### src/e1rs_pkg.sv
// constants shared by the e1 receive status page
package e1rs_pkg;

  // ---------------------------------------------------------------------
  // register map (byte addresses of the status page)
  // ---------------------------------------------------------------------
  localparam logic [7:0] ADDR_SYNC_STATUS  = 8'h10;
  localparam logic [7:0] ADDR_RX_FRAME_ALIGN_SIGNAL       = 8'h11;
  localparam logic [7:0] ADDR_TIMER_STATUS = 8'h12;
  localparam logic [7:0] ADDR_RX_NONFRAME_ALIGN_SIGNAL      = 8'h13;
  localparam logic [7:0] ADDR_RX_MFAS      = 8'h14;
  localparam logic [7:0] READ_ZERO         = 8'h00;

  // ---------------------------------------------------------------------
  // field positions
  // ---------------------------------------------------------------------
  localparam int BIT_BASIC_LOSS = 7;
  localparam int BIT_MF_LOSS    = 6;
  localparam int BIT_CRC_LOSS   = 5;
  localparam int BIT_EBIT_FIRST = 4;
  localparam int BIT_EBIT_SEC   = 3;
  localparam int BIT_REFRAME    = 2;
  localparam int BIT_PERSIST    = 1;
  localparam int BIT_IWK        = 0;
  localparam int BIT_HALF_TOG   = 7;
  localparam int BIT_ONE_TOG    = 6;
  localparam int BIT_CRC_FLAG   = 5;
  localparam int BIT_EBIT_FLAG  = 4;
  localparam int BIT_LONG_TOG   = 3;
  localparam int BIT_SHORT_TOG  = 2;
  localparam int BIT_PHASE      = 1;
  localparam int BIT_TIMER_NONE = 0;
  localparam logic [7:0] FAS_GOOD_PATTERN = 8'h1b; // bits 2..8 = 0011011

  // ---------------------------------------------------------------------
  // timing, in milliseconds and in clock cycles
  // ---------------------------------------------------------------------
  localparam longint CLK_HZ        = 200000000;
  localparam longint MS_PER_SEC    = 1000;
  localparam longint CYCLES_PER_MS = CLK_HZ / MS_PER_SEC;
  localparam logic [9:0] SEC_MS        = 10'h3e8; // 1000 ms
  localparam logic [9:0] HALF_SEC_MS   = 10'h1f4; // 500 ms
  localparam logic [9:0] FLAG_HIGH_MS  = 10'h008; // 8 ms
  localparam logic [9:0] REFRAME_MS    = 10'h008; // 8 ms
  localparam logic [9:0] LONG_ALIGN_MS = 10'h190; // 400 ms
  localparam logic [9:0] PERSIST_MS    = 10'h008; // 8 ms
  localparam logic [9:0] PHASE_MS      = 10'h002; // 2 ms
  localparam logic [9:0] MS_ONE        = 10'h001;
  localparam logic [9:0] MS_ZERO       = 10'h000;

endpackage : e1rs_pkg

### src/e1rs_status_page.sv
// e1 receive status page: alignment state, captured bits and timers
`timescale 1ns/1ps

module e1rs_status_page
  import e1rs_pkg::*;
#(
  parameter longint CYCLES_MS = CYCLES_PER_MS
) (
  // clock and reset
  input  wire logic       ref_clk,
  input  wire logic       reset_n,
  // alignment state from the receive framer
  input  wire logic       basic_frame_loss,
  input  wire logic       multiframe_loss,
  input  wire logic       crc4_multiframe_loss,
  input  wire logic       crc4_interworking,
  // captured overhead from the receive framer
  input  wire logic       fas_strobe,
  input  wire logic [7:0] fas_byte,
  input  wire logic       nfas_strobe,
  input  wire logic [7:0] nfas_byte,
  input  wire logic       ts16_strobe,
  input  wire logic [7:0] ts16_byte,
  input  wire logic       crc4_mf_strobe,
  input  wire logic       e_bit_first,
  input  wire logic       e_bit_second,
  // host access port
  input  wire logic       read_strobe,
  input  wire logic       write_strobe,
  input  wire logic [7:0] address,
  input  wire logic [7:0] write_data,
  output logic      [7:0] read_data,
  output logic            read_valid
);

  localparam int PRE_W = $clog2(CYCLES_MS);
  localparam logic [PRE_W-1:0] PRE_LAST = PRE_W'(CYCLES_MS - 1);
  localparam logic [PRE_W-1:0] PRE_ZERO = '0;

  // -----------------------------------------------------------------------
  // state
  // -----------------------------------------------------------------------
  typedef struct packed {
    logic [7:0]       sync_word;
    logic [7:0]       fas;
    logic [7:0]       nfas;
    logic [7:0]       mfas;
    logic             half_tog;
    logic             one_tog;
    logic             crc_flag;
    logic             ebit_flag;
    logic             long_tog;
    logic             short_tog;
    logic             phase;
    logic [PRE_W-1:0] pre;
    logic [9:0]       sec_ms;
    logic [9:0]       align_ms;
    logic [9:0]       persist_ms;
    logic [9:0]       phase_ms;
    logic [7:0]       rdata;
    logic             rvalid;
  } e1rs_state_t;

  e1rs_state_t st;
  e1rs_state_t next_st;
  logic        ms_tick;

  assign ms_tick = (st.pre == PRE_LAST);

  // -----------------------------------------------------------------------
  // next state
  // -----------------------------------------------------------------------
  // all timers share one millisecond prescaler, so their edges land on
  // common ticks; the persistence and reframe windows may therefore run
  // up to one millisecond short of the nominal figure
  always_comb begin
    logic [9:0] sec_inc;
    logic [9:0] align_inc;
    logic [9:0] persist_inc;
    logic [9:0] phase_inc;
    sec_inc     = st.sec_ms + MS_ONE;
    align_inc   = st.align_ms + MS_ONE;
    persist_inc = st.persist_ms + MS_ONE;
    phase_inc   = st.phase_ms + MS_ONE;
    next_st     = st;

    // free-running millisecond prescaler
    next_st.pre = ms_tick ? PRE_ZERO : st.pre + PRE_W'(1);

    // alignment state follows the framer
    next_st.sync_word[BIT_BASIC_LOSS] = basic_frame_loss;
    next_st.sync_word[BIT_MF_LOSS]    = multiframe_loss;
    next_st.sync_word[BIT_CRC_LOSS]   = crc4_multiframe_loss;
    next_st.sync_word[BIT_IWK]        = crc4_interworking;
    if (crc4_mf_strobe) begin
      next_st.sync_word[BIT_EBIT_FIRST] = e_bit_first;
      next_st.sync_word[BIT_EBIT_SEC]   = e_bit_second;
    end

    // overhead captures hold between strobes
    if (fas_strobe) begin
      next_st.fas = fas_byte;
    end
    if (nfas_strobe) begin
      next_st.nfas = nfas_byte;
    end
    if (ts16_strobe) begin
      next_st.mfas = ts16_byte;
    end

    // one-second frame: toggles and interval flags
    if (ms_tick) begin
      next_st.sec_ms = (sec_inc == SEC_MS) ? MS_ZERO : sec_inc;
      if (sec_inc == HALF_SEC_MS || sec_inc == SEC_MS) begin
        next_st.half_tog = ~st.half_tog;
      end
      if (sec_inc == SEC_MS) begin
        next_st.one_tog = ~st.one_tog;
      end
    end
    // flags high through the last 8 ms, falling as the interval starts
    next_st.crc_flag  = (next_st.sec_ms >= SEC_MS - FLAG_HIGH_MS);
    next_st.ebit_flag = (next_st.sec_ms >= SEC_MS - FLAG_HIGH_MS);

    // crc-4 alignment timers run only between basic sync and crc-4 sync
    if (st.sync_word[BIT_BASIC_LOSS] || !st.sync_word[BIT_CRC_LOSS]) begin
      next_st.align_ms = MS_ZERO;
    end else if (ms_tick) begin
      next_st.align_ms = (align_inc == LONG_ALIGN_MS) ? MS_ZERO : align_inc;
      if (align_inc == REFRAME_MS) begin
        next_st.short_tog = ~st.short_tog;
        next_st.sync_word[BIT_REFRAME] = 1'b1;
      end
      if (align_inc == LONG_ALIGN_MS) begin
        next_st.long_tog = ~st.long_tog;
      end
    end
    if (!st.sync_word[BIT_CRC_LOSS]) begin
      next_st.sync_word[BIT_REFRAME] = 1'b0;
    end

    // persistence: rises with loss, lingers after recovery
    if (st.sync_word[BIT_BASIC_LOSS]) begin
      next_st.sync_word[BIT_PERSIST] = 1'b1;
      next_st.persist_ms = MS_ZERO;
    end else if (st.sync_word[BIT_PERSIST] && ms_tick) begin
      next_st.persist_ms = persist_inc;
      if (persist_inc == PERSIST_MS) begin
        next_st.sync_word[BIT_PERSIST] = 1'b0;
      end
    end

    // alignment phase: free 2 ms toggle until aligned, then multiframe
    if (st.sync_word[BIT_CRC_LOSS]) begin
      if (ms_tick) begin
        next_st.phase_ms = (phase_inc == PHASE_MS) ? MS_ZERO : phase_inc;
        if (phase_inc == PHASE_MS) begin
          next_st.phase = ~st.phase;
        end
      end
    end else begin
      next_st.phase_ms = MS_ZERO;
      if (crc4_mf_strobe) begin
        next_st.phase = ~st.phase;
      end
    end

    // host reads; writes to this page change nothing
    next_st.rvalid = read_strobe;
    if (read_strobe) begin
      unique case (address)
        ADDR_SYNC_STATUS:  next_st.rdata = st.sync_word;
        ADDR_RX_FRAME_ALIGN_SIGNAL:       next_st.rdata = st.fas;
        ADDR_TIMER_STATUS: next_st.rdata = {st.half_tog, st.one_tog,
                                            st.crc_flag, st.ebit_flag,
                                            st.long_tog, st.short_tog,
                                            st.phase, 1'b0};
        ADDR_RX_NONFRAME_ALIGN_SIGNAL:      next_st.rdata = st.nfas;
        ADDR_RX_MFAS:      next_st.rdata = st.mfas;
        default:           next_st.rdata = READ_ZERO;
      endcase
    end
  end

  // -----------------------------------------------------------------------
  // state register
  // -----------------------------------------------------------------------
  // loss bits come up set so software never sees a false "aligned"
  always_ff @(posedge ref_clk or negedge reset_n) begin
    if (!reset_n) begin
      st <= '0;
      st.sync_word <= 8'he2;
    end else begin
      st <= next_st;
    end
  end

  assign read_data  = st.rdata;
  assign read_valid = st.rvalid;
endmodule : e1rs_status_page

### config.mk
export PLATFORM = sky130hd
export DESIGN_NAME = e1rs_status_page
export DESIGN_NICKNAME = d
export VERILOG_FILES = /design/src/e1rs_pkg.sv /design/src/e1rs_status_page.sv
export SDC_FILE = /design/constraint.sdc
export NUM_CORES = 1
export LEC_CHECK = 0
export ABC_AREA = 1
export BUFFER_PORTS_ARGS = -buffer_cell sky130_fd_sc_hd__buf_2
export CAP_MARGIN = 20
export CORE_ASPECT_RATIO = 0.9
export CORE_MARGIN = 10
export CORE_UTILIZATION = 55
export CTS_CLUSTER_DIAMETER = 100
export DETAILED_ROUTE_END_ITERATION = 8
export GPL_TIMING_DRIVEN = 0
export PLACE_DENSITY = 0.79
export SYNTH_ARGS = -nofsm -noshare
export SYNTH_HDL_FRONTEND = slang
export SYNTH_SLANG_ARGS = --single-unit
### constraint.sdc
create_clock -name ref_clk -period 2.8 [get_ports ref_clk]
set_clock_uncertainty 0.2 [all_clocks]
set_input_delay 0.28 -clock ref_clk [delete_from_list [all_inputs] [get_ports ref_clk]]
set_output_delay 0.28 -clock ref_clk [all_outputs]
set_load 0.01 [all_outputs]
After elaboration in Yosys (flattened, before gate mapping)
Cells that the tools add are included.

Register bits: 105. Latch bits: 0. Memory bits (writable): 0. Memory bits (read-only): 0. Bits of input ports: 54. Output and inout port bits: 9. Memories kept: 0.

Add/sub/neg operators: 5. Multipliers: 0. Div/mod/pow operators: 0. $lt $le $gt $ge: 1. Equal/unequal tests: 16. Shift operators: 0. Multiplexer cells: 23. Bitwise logic cells: 6. Reduce and logical (&&, ||, !) cells: 15.

Operators with widths (number): two-way mux 10 bit (10); adder 10 x 1 -> 10 bit, second input constant (4); equality test 8 x 5 -> 1 bit, second input constant (5); case mux 8 bit (5 select lines) (1); equality test 10 x 4 -> 1 bit, second input constant (2); equality test 10 x 9 -> 1 bit, second input constant (2); adder 18 x 1 -> 18 bit, second input constant (1); equality test 18 bit, second input constant (1); two-way mux 18 bit (1); AND reduction 3 bit (4); two-way mux 1 bit (11); equality test 10 bit, second input constant (1); equality test 10 x 2 -> 1 bit, second input constant (1); >= comparator 10 bit, second input constant (1); nonzero test 2 bit (4); inequality test 2 x 1 -> 1 bit, second input constant (3); NOT 1 bit (6); AND reduction 2 bit (3); logical OR 1 bit (2); inequality test 2 bit, second input constant (1); logical AND 1 bit (1); zero test 1 bit (1).

Logic depth before layout (Yosys ltp)
Gate-level depths: netlist of run 1.

Word-level depth: 6. Depth in mapped cells: 14. Gate-level depth less buffers: 14.

Worst setup path before layout of run 1
Ideal clock, no wire load.

Path kind: register -> register. Start: reg st[49] (netlist name). End: reg st[29] (netlist name). Arrival time: 1567 ps. Data required time: 2473 ps. Slack: 906 ps. Cell stages (with the launch flop): 13. Path buffers: 0. Clock period less this slack: 1894 ps. Cells stage by stage: dfrtp_1 -> ha_1 -> nand2_2 -> nor2_4 -> nand2_4 -> nor2_4 -> nand2_4 -> inv_6 -> nor2_4 -> nand2_2 -> inv_1 -> nand2_1 -> o21ai_0.

Longest elaborated chain between the ends: 2.

RTL lines: from (decl) (RTL line e1rs_status_page.sv:64) `e1rs_state_t st;`; from (signal assigned) (RTL line e1rs_status_page.sv:194) `st <= next_st;`; equality test 18 bit (RTL line e1rs_status_page.sv:68) `assign ms_tick = (st.pre == PRE_LAST);`; nonzero test 2 bit (no line).

Every way passes these cells. A chain may end at the register's enable or synchronous reset.

Worst setup path after layout of run 1
Start: reg st[49] (netlist name). End: reg st[33] (netlist name).

Same word-level chain as after synthesis.

==> out/metrics.cfg, run 1 <==
[power]
p_seq_frac = 0.525
intPower_mw = 2.29
power.share.combinational = 0.083
power.net_switching_mw = 0.723
p_per_area_mw_per_mm2 = 440
sw_frac_of_total = 0.240
leakagePower_nw = 3.38
ir_worst_vdd_mv = 0.448
share_clk_of_total_power = 0.392

[setup_path]
cpMostUsedCell = nor2_4
worst-endpoint-arrival_ns = 2.32
family_of_cells_with_the_greatest_summed_delay_on_the_critical_path = simple AND/OR/NAND/NOR gates
critical_path.startpoint_type = register
crit_chain = ha_1, nand2_2, nor2_4, nand2_4, inv_1, nand3_2, nor2_4, nand2_1, inv_2, o21ai_1, o21ai_0
endpoint_class_of_the_critical_path = register
path_max_fanout = 8
cp_num_buf_inv = 2
worst_ep_required_time_ns = 2.85
critical_path_class = register to register
regToRegSetupSlack_ns = 0.53
worst-path-stages = 11
worst-r2r-cell-count = 11
worst_path_largest_cell_delay_ns = 0.48
critical-path-slowest-cell = dfrtp_1

[place]
detailedPlacementHpwl_mm = 9.30
placement.io_buffers = 53
finalWeightedCongestion = 0.897

[cts]
insertion_delay_ns = 0.34
tritoncts = yes
h-tree-depth = 3
cts.clk_slew.worst_paths_ns = 0.07
cts_inserted_buffers = 9
number_of_buffers_inserted_for_hold_repair_after_clock_tree_synthesis = 43
tritoncts_num_sinks = 105
cts.path.max_buffers = 2
cts_root_buf = clkbuf_16
post_cts.resized_instances = 0
post-cts-setup-buffers = 0

[finish]
seqCellArea_mm2 = 0.00263
mostFrequentLayoutCell = nand2_1
area_of_the_multi_input_gates_mm2 = 0.00250
layout-drive-gt1-share = 0.147
number_of_filler_cells_placed_in_the_layout = 794
layout-area-overhead-vs-synth_pct = 20.4
layout.nets = 899
antenna_cells_inserted = 0
most-common-layout-cells = nand2_1, inv_1, dfrtp_1

[synthesis]
postSynthAreaPerCell_um2 = 7.77
synth_nets = 791
netlist-cell-type-count = 43
synth_largest_type_area_fraction = 0.445
netlist_instances = 731
netlist_area_mm2 = 0.00568
synth_area_leaders = dfrtp_1, nand2_1, inv_1, o21ai_0, nand3_1
yosys_most_used_dff = dfrtp_1
async_flop_share = 1.00
synth-seq-cells = 105
edff_count_synth = 0
yosysTopAreaCell = dfrtp_1
synthesis.yosys.warnings = 0
sequential_fraction_of_the_synthesis_area = 0.463

[grt]
globalRouteOverflowTotal = 0
grt_antenna_before_repair = 0
largest_net_degree_at_the_start_of_global_routing = 63
grt_pass1_wl_mm = 23.8
grt_util_all_layers = 0.193
first_global_vias = 5290

[timing]
setup_viol = 0
max_slew_margin = 0.610
max_freq_ghz = 0.441
min_period_ns = 2.27
fin_crit_sh = 0.809
setup_tns_final_ns = 0
final_report_hold_violation_count = 0
worst_margin_pin_slew_ns = 0.586
final-max-slew-violation-count = 0
whs_ns = 0.0198
grt_setup_unrepaired = no

[detailed_routing]
via_per_inst = 5.32
drt_pass1_iterations = 5
drtAntennaViolNets = 0
met2WireLength_mm = 7.11
detail_route.wirelength_mm = 14.1
routedWlPerCell_um = 14.4
drtIter0Drc = 512
routedLengthMet1_mm = 5.98
amount_of_wire_on_met3_after_detailed_routing_um = 693
drc = 0
topRoutingLayerUsed = met4
dr_total_vias = 5173

[floorplan]
floorplan.die.height_um = 116
std_cell_rows = 35
chipWidth_um = 127
start_util = 0.559
die_area_mm2 = 0.0148
core_area_mm2 = 0.0102
ios = 63

[outcome]
status = completed

[worst_hold_path]
worstHoldPathCells = 2
min_path_type = primary input to register

[flow_run]
max_cap_viols = 0

synth_stat cells (7+ instances only):
cell and number:
a21oi_1 7, buf_4 8, dfrtp_1 101, inv_1 111, nand2_1 190, nand2_2 8
nand3_1 48, nand4_1 13, nor2_1 63, nor2_4 9, nor3_1 13, o21ai_0 54
o22ai_1 20, xor2_1 15
cell type report:
type                            count  share of cell area
Buffer                             16              0.0157
Clock buffer                       11              0.0340
Sequential cell                   105               0.385
Tap cell                          129              0.0236
Inverter                          117              0.0649
Clock inverter                      5             0.00604
Timing Repair Buffer               97               0.106
Multi-Input combinational cell    493               0.365
sequential cells by signal, summed over array words and instances, names as in the netlist:
register,flops
st,96
read_data,8
read_valid,1
power by group through the flow:
stage                     clock (mW)  sequential [mW]  combinational, mW
after floorplan                    0             1.60             0.0861
after global placement             0             1.61              0.172
after detailed placement           0             1.61              0.183
after CTS                       1.20             1.58              0.238
after global routing            1.25             1.58              0.279
final                           1.18             1.58              0.251
final timing paths:
check                           startpoint  endpoint
worst max register to register      st[49]    st[33]
worst min-delay path            fas_strobe    st[92]
worst max-delay path                st[49]    st[33]
worst min register to register      st[68]    st[68]
min in group asynchronous          reset_n    st[62]
max in group asynchronous          reset_n   st[104]
cell families (layout without fill, tap and decap cells):
group,count (synthesis),count (layout),share of synthesized area
and+or+nand+nor,372,372,0.301
AOI/OAI and AO/OA,93,93,0.0896
adders and majority gates,6,6,0.0132
xor gates and xnor gates,18,18,0.0278
buffers and inverters,133,246,0.0971
muxes,4,4,0.00771
DFF,105,105,0.463
layer usage:
layer  global-route usage  vias up
li1                     -     2537
met1                0.227     2453
met2                0.342      155
met3               0.0449       28
met4               0.0652        0
met5                    0        -
through the flow:
step                      cells   util  power, mW  instance area, µm²  setup slack, ns
final                       973  0.673       3.01                6840            0.534
after global routing        973  0.673       3.12                6840            0.366
after CTS                   973  0.673       3.02                6840            0.561
after detailed placement    914  0.604       1.79                6140            0.577
after global placement      913  0.601       1.78                6110            0.137
after floorplan             731      -       1.69                5680            0.906
No activity file was read; power rests on OpenSTA's default activity.
==> inputs of run 2 (changes only) <==
--- a/config.mk
+++ b/config.mk
@@ -10,7 +10,7 @@
 export CAP_MARGIN = 20
 export CORE_ASPECT_RATIO = 0.9
 export CORE_MARGIN = 10
-export CORE_UTILIZATION = 55
+export CORE_UTILIZATION = 53
 export CTS_CLUSTER_DIAMETER = 100
 export DETAILED_ROUTE_END_ITERATION = 8
 export GPL_TIMING_DRIVEN = 0
==> constraint.sdc (replaced) <==
create_clock -name ref_clk -period 2 [get_ports ref_clk]
set_clock_uncertainty 0.2 [all_clocks]
set_input_delay 0.2 -clock ref_clk [delete_from_list [all_inputs] [get_ports ref_clk]]
set_output_delay 0.2 -clock ref_clk [all_outputs]
set_load 0.01 [all_outputs]
==> out/metrics.cfg, run 2 (synthesis gave the netlist of run 1 again) <==
[cts]
tritoncts_num_sinks = 105  ; unchanged
insertion_delay_ns = 0.36  ; +0.02 ns
cts.clk_slew.worst_paths_ns = 0.07  ; about the same
tritoncts = yes
cts_inserted_buffers = 9  ; unchanged
h-tree-depth = 3  ; unchanged
cts_root_buf = clkbuf_16
cts.path.max_buffers = 2  ; unchanged

[setup_path]
path_max_fanout = 8  ; unchanged
critical_path.startpoint_type = register
worst_ep_required_time_ns = 2.08  ; -0.77 ns
critical_path_class = register to register
worstReg2RegStart = st[49]
worst-endpoint-arrival_ns = 1.99  ; -0.33 ns
critPathLaunch = st[49]
endpoint_class_of_the_critical_path = register

[finish]
number_of_filler_cells_placed_in_the_layout = 740  ; -6.8%
layout-area-overhead-vs-synth_pct = 25.7
area_of_the_multi_input_gates_mm2 = 0.00262  ; +5.1%
largest_register_ffs = 96  ; unchanged
final_core_util = 0.691  ; +0.0176
finished_layout_cell_area_mm2 = 0.00714  ; +4.4%
layout-drive-gt1-share = 0.197  ; +0.0498
layout.nets = 919  ; +2.2%
mostFrequentLayoutCell = nand2_1
regMostFlops = st
most-common-layout-cells = nand2_1, inv_1, dfrtp_1
seqCellArea_mm2 = 0.00264  ; +0.19%

[floorplan]
start_util = 0.550  ; -0.00948
core_area_mm2 = 0.0103  ; +1.7%
floorplan.die.height_um = 118  ; +1.6%
std_cell_rows = 35  ; unchanged
chipWidth_um = 129  ; +1.6%
ios = 63  ; unchanged
die_area_mm2 = 0.0153  ; +3.1%

[detailed_routing]
detail_route.wirelength_mm = 14.4  ; +2.7%
via_per_inst = 5.24  ; -1.5%
drtAntennaViolNets = 0  ; unchanged
dr_total_vias = 5207  ; +0.66%
routedWlPerCell_um = 14.5  ; +0.54%
drc = 0  ; unchanged
drt_pass1_iterations = 6  ; +1
drtIter0Drc = 473  ; -7.6%

[place]
placement.io_buffers = 53  ; unchanged
detailedPlacementHpwl_mm = 9.39  ; +1.0%
placement.cell_area_mm2 = 0.00613  ; -0.12%
pre_cts_ws_ns = -0.180  ; -0.757 ns
finalWeightedCongestion = 0.864  ; -3.7%

[power]
p_per_area_mw_per_mm2 = 594  ; +35%
leakagePower_nw = 3.48  ; +3.1%
ir_worst_vdd_mv = 0.489  ; +9.0%
design_power_total_mw = 4.24  ; +41%

[grt]
first_global_vias = 5213  ; -1.5%
largest_net_degree_at_the_start_of_global_routing = 68  ; +7.9%
grt_util_all_layers = 0.190  ; -0.00392
grt_antenna_before_repair = 1  ; +1
grt_pass1_wl_mm = 23.9  ; +0.64%
globalRouteOverflowTotal = 0  ; unchanged

[timing]
min_period_ns = 1.90  ; -0.363 ns
grt_setup_unrepaired = yes
fin_crit_sh = 0.952  ; +0.142
postLayoutSetupSlackWorst_ns = 0.0967  ; -0.437 ns
worst_margin_pin_slew_ns = 0.862  ; +0.277 ns
max_freq_ghz = 0.525  ; +19%
setup_viol = 0  ; unchanged
max_slew_margin = 0.425  ; -0.185
setup_tns_final_ns = 0  ; unchanged
final-max-slew-violation-count = 0  ; unchanged
final_report_hold_violation_count = 0  ; unchanged

[worst_hold_path]
min_path_type = primary input to register
worstHoldStart = fas_strobe

[flow_run]
max_cap_viols = 0  ; unchanged

[outcome]
status = completed

==> run 2: per-stage QoR <==
| step | hold WS, ns | cells |
|---|---|---|
| 4_1_cts | 0.148 | 983 |
| 5_1_grt | 0.193 | 994 |
| 2_1_floorplan | -0.296 | 731 |
| 3_3_place_gp | 0.105 | 913 |
| 6_report | 0.162 | 994 |
| 3_5_place_dp | 0.106 | 914 |
==> run 2: layout make-up <==
type | count | share of cell area
diodes | 1 | 0.000350
repair buffers | 117 | 0.124
clock inverters | 4 | 0.00368
well taps | 129 | 0.0226
flip-flops and latches | 105 | 0.369
multi-input cells | 493 | 0.367
inverters | 117 | 0.0625
plain buffers | 16 | 0.0156
clock buffers | 12 | 0.0345
==> run 2: worst paths after layout <==
kind	slack (ns)	cells past startpoint	to
worst max-delay path	0.1	12	st[33]
worst min-delay path	0.16	4	st[94]
worst max register to register	0.1	12	st[33]
worst min register to register	0.29	2	read_data[5]
max in group asynchronous	0.56	3	st[103]
min in group asynchronous	0.28	2	st[22]
==> run 2: critical path, cell delays in order, from the launching register on <==
cell	delay (ns)
dfrtp_2	0.43
ha_4	0.17
nand2_2	0.08
nor2_4	0.04
nand2_4	0.10
nor2_4	0.05
nand2_4	0.14
inv_8	0.07
nor2_4	0.17
nand2_2	0.10
inv_2	0.14
nand2_1	0.07
o21ai_0	0.07
==> run 2: where the power goes <==
part / internal [mW] / switching [mW] / total [mW]
logic: 0.176 / 0.191 / 0.366
clock network: 0.880 / 0.784 / 1.66
registers: 2.19 / 0.0259 / 2.21
total: 3.24 / 1.00 / 4.24
==> run 2: timing repair <==
action	4_1_cts	5_1_grt
gates resized for setup	11	32
endpoints found under the setup margin	45	46
hold buffers	50	0
pin swaps	3	12
buffers inserted	3	10
endpoints found under the hold margin	97	0
==> run 2: routing by layer <==
metal / up-vias / wire (µm) / track usage
met5: - / 0 / 0
met4: 0 / 289 / 0.0653
met3: 29 / 653 / 0.0460
met2: 151 / 7290 / 0.323
met1: 2456 / 6210 / 0.227
li1: 2571 / - / -
==> inputs of run 3 (changes only) <==
==> constraint.sdc (replaced) <==
create_clock -name ref_clk -period 2 [get_ports ref_clk]
set_clock_uncertainty 0.2 [all_clocks]
set_input_delay 0.1 -clock ref_clk [delete_from_list [all_inputs] [get_ports ref_clk]]
set_output_delay 0.1 -clock ref_clk [all_outputs]
set_load 0.01 [all_outputs]
==> out/metrics.cfg, run 3 (synthesis gave the netlist of run 1 again) <==
[floorplan]
chipWidth_um = 129  ; unchanged
die_area_mm2 = 0.0153  ; unchanged
ios = 63  ; unchanged
std_cell_rows = 35  ; unchanged
floorplan.die.height_um = 118  ; unchanged
core_area_mm2 = 0.0103  ; unchanged
start_util = 0.550  ; unchanged

[flow_run]
max_cap_viols = 0  ; unchanged

[grt]
first_global_vias = 5306  ; +1.8%
largest_net_degree_at_the_start_of_global_routing = 68  ; unchanged
grt_antenna_before_repair = 1  ; unchanged
globalRouteOverflowTotal = 0  ; unchanged
grt_util_all_layers = 0.193  ; +0.00312
grt_pass1_wl_mm = 24.3  ; +1.5%

[setup_path]
cp_num_buf_inv = 0  ; -2
critical-path-slowest-cell = dfrtp_1
worst_ep_required_time_ns = 2.04  ; -0.04 ns
regToRegSetupSlack_ns = 0.07  ; -0.03 ns
critical_path.startpoint_type = register
path_max_fanout = 4  ; -4
critical_path_class = register to register
endpoint_class_of_the_critical_path = register
cpMostUsedCell = nor2_4
family_of_cells_with_the_greatest_summed_delay_on_the_critical_path = simple AND/OR/NAND/NOR gates
crit_chain = ha_4, nand2_4, nor2_4, nand2_2, xnor2_2, nand3_2, nor2_4, nor2_4, nand2_1, nand2_1
worst-endpoint-arrival_ns = 1.98  ; about the same
worst_path_largest_cell_delay_ns = 0.42  ; about the same

[place]
placement.cell_area_mm2 = 0.00613  ; unchanged
detailedPlacementHpwl_mm = 9.39  ; unchanged
finalWeightedCongestion = 0.864  ; unchanged
placement.io_buffers = 53  ; unchanged

[outcome]
status = completed

[finish]
finished_layout_cell_area_mm2 = 0.00719  ; +0.70%
largest_register_ffs = 96  ; unchanged
regMostFlops = st
most-common-layout-cells = nand2_1, inv_1, dfrtp_1
number_of_filler_cells_placed_in_the_layout = 723  ; -2.3%
layout-area-overhead-vs-synth_pct = 26.6
mostFrequentLayoutCell = nand2_1
layout-drive-gt1-share = 0.195  ; -0.00161
layout.nets = 921  ; +0.22%

[timing]
worst_margin_pin_slew_ns = 0.854  ; -0.00829 ns
max_slew_margin = 0.431  ; +0.00553
min_period_ns = 1.93  ; +0.0315 ns
final_report_hold_violation_count = 0  ; unchanged
fin_crit_sh = 0.967  ; +0.0158
setup_viol = 0  ; unchanged
final-max-slew-violation-count = 0  ; unchanged
max_freq_ghz = 0.517  ; -1.6%
grt_setup_unrepaired = yes
whs_ns = 0.0760  ; -0.0856 ns

[cts]
h-tree-depth = 3  ; unchanged
cts.path.max_buffers = 2  ; unchanged
cts.clk_slew.worst_paths_ns = 0.07  ; about the same
tritoncts = yes
cts_inserted_buffers = 9  ; unchanged
cts_root_buf = clkbuf_16
insertion_delay_ns = 0.36  ; about the same
tritoncts_num_sinks = 105  ; unchanged

[power]
ir_worst_vdd_mv = 0.416  ; -15%
design_power_total_mw = 4.25  ; +0.20%
leakagePower_nw = 3.53  ; +1.3%
p_per_area_mw_per_mm2 = 591  ; -0.50%

[detailed_routing]
routedWlPerCell_um = 14.8  ; +1.9%
via_per_inst = 5.29  ; +0.93%
drt_pass1_iterations = 5  ; -1
dr_total_vias = 5266  ; +1.1%
detail_route.wirelength_mm = 14.7  ; +2.1%
drtIter0Drc = 463  ; -2.1%
drc = 0  ; unchanged
drtAntennaViolNets = 0  ; unchanged

[worst_hold_path]
min_path_type = primary input to register

==> run 3: changes by cell type in the layout (fill, tap and decap cells not counted), sizes merged <==
cell	change
buf	+1
dlymetal6s4s	+1
==> run 3: timing repair <==
action	CTS	global route
hold buffers	52	0
pin swaps	3	14
resized for setup	11	35
hold endpoints to repair	104	0
buffers inserted	3	12
endpoints found under the setup margin	45	48
==> run 3: path summary, 6_finish.rpt <==
check                        startpoint      endpoint  depth (start not counted)
max                              st[29]        st[37]                         10
min                          address[1]  read_data[4]                          6
max reg2reg                      st[29]        st[37]                         10
min reg2reg                read_data[5]  read_data[5]                          2
max in group asynchronous       reset_n       st[105]                          3
min in group asynchronous       reset_n        st[22]                          2
==> run 3: area by class of cell <==
cell class                 instances  area, µm²  area share
timing repair buffer             119        908       0.126
inverter                         117        447      0.0621
sequential                       105       2640       0.367
buffer                            16        111      0.0155
multi-input combinational        493       2650       0.369
clock inverter                     4       26.3     0.00365
tap                              129        161      0.0224
clock buffer                      12        246      0.0343
antenna                            1       2.50    0.000348
==> run 3: report_power, final <==
group / internal, mW / switching (mW)
logic: 0.179 / 0.195
clock network: 0.880 / 0.784
registers: 2.19 / 0.0261
total: 3.25 / 1.01
==> run 3: per-stage QoR <==
stage,setup TNS [ns],setup WS (ns),util,cells
3_5_place_dp,-3.75,-0.180,0.593,914
3_3_place_gp,-51.15,-0.499,0.591,913
4_1_cts,0,0.00776,0.675,985
6_report,0,0.0652,0.696,996
5_1_grt,-0.347,-0.0953,0.696,996
2_1_floorplan,0,0.106,-,731
==> run 3: metal layers <==
layer / GRT usage / part of all wire / wire [µm] / vias to the layer above
met5: 0 / 0 / 0 / -
li1: - / - / - / 2572
met2: 0.331 / 0.51 / 7480 / 165
met3: 0.0492 / 0.051 / 745 / 38
met4: 0.0746 / 0.024 / 351 / 0
met1: 0.224 / 0.42 / 6160 / 2491
==> run 3: worst register-to-register path, delay by kind of cell, from the launching register on <==
kind                       cells  cell delay, ns
xor gates and xnor gates       1            0.25
adders and majority gates      1            0.17
DFF                            1            0.42
and+or+nand+nor                8            0.79
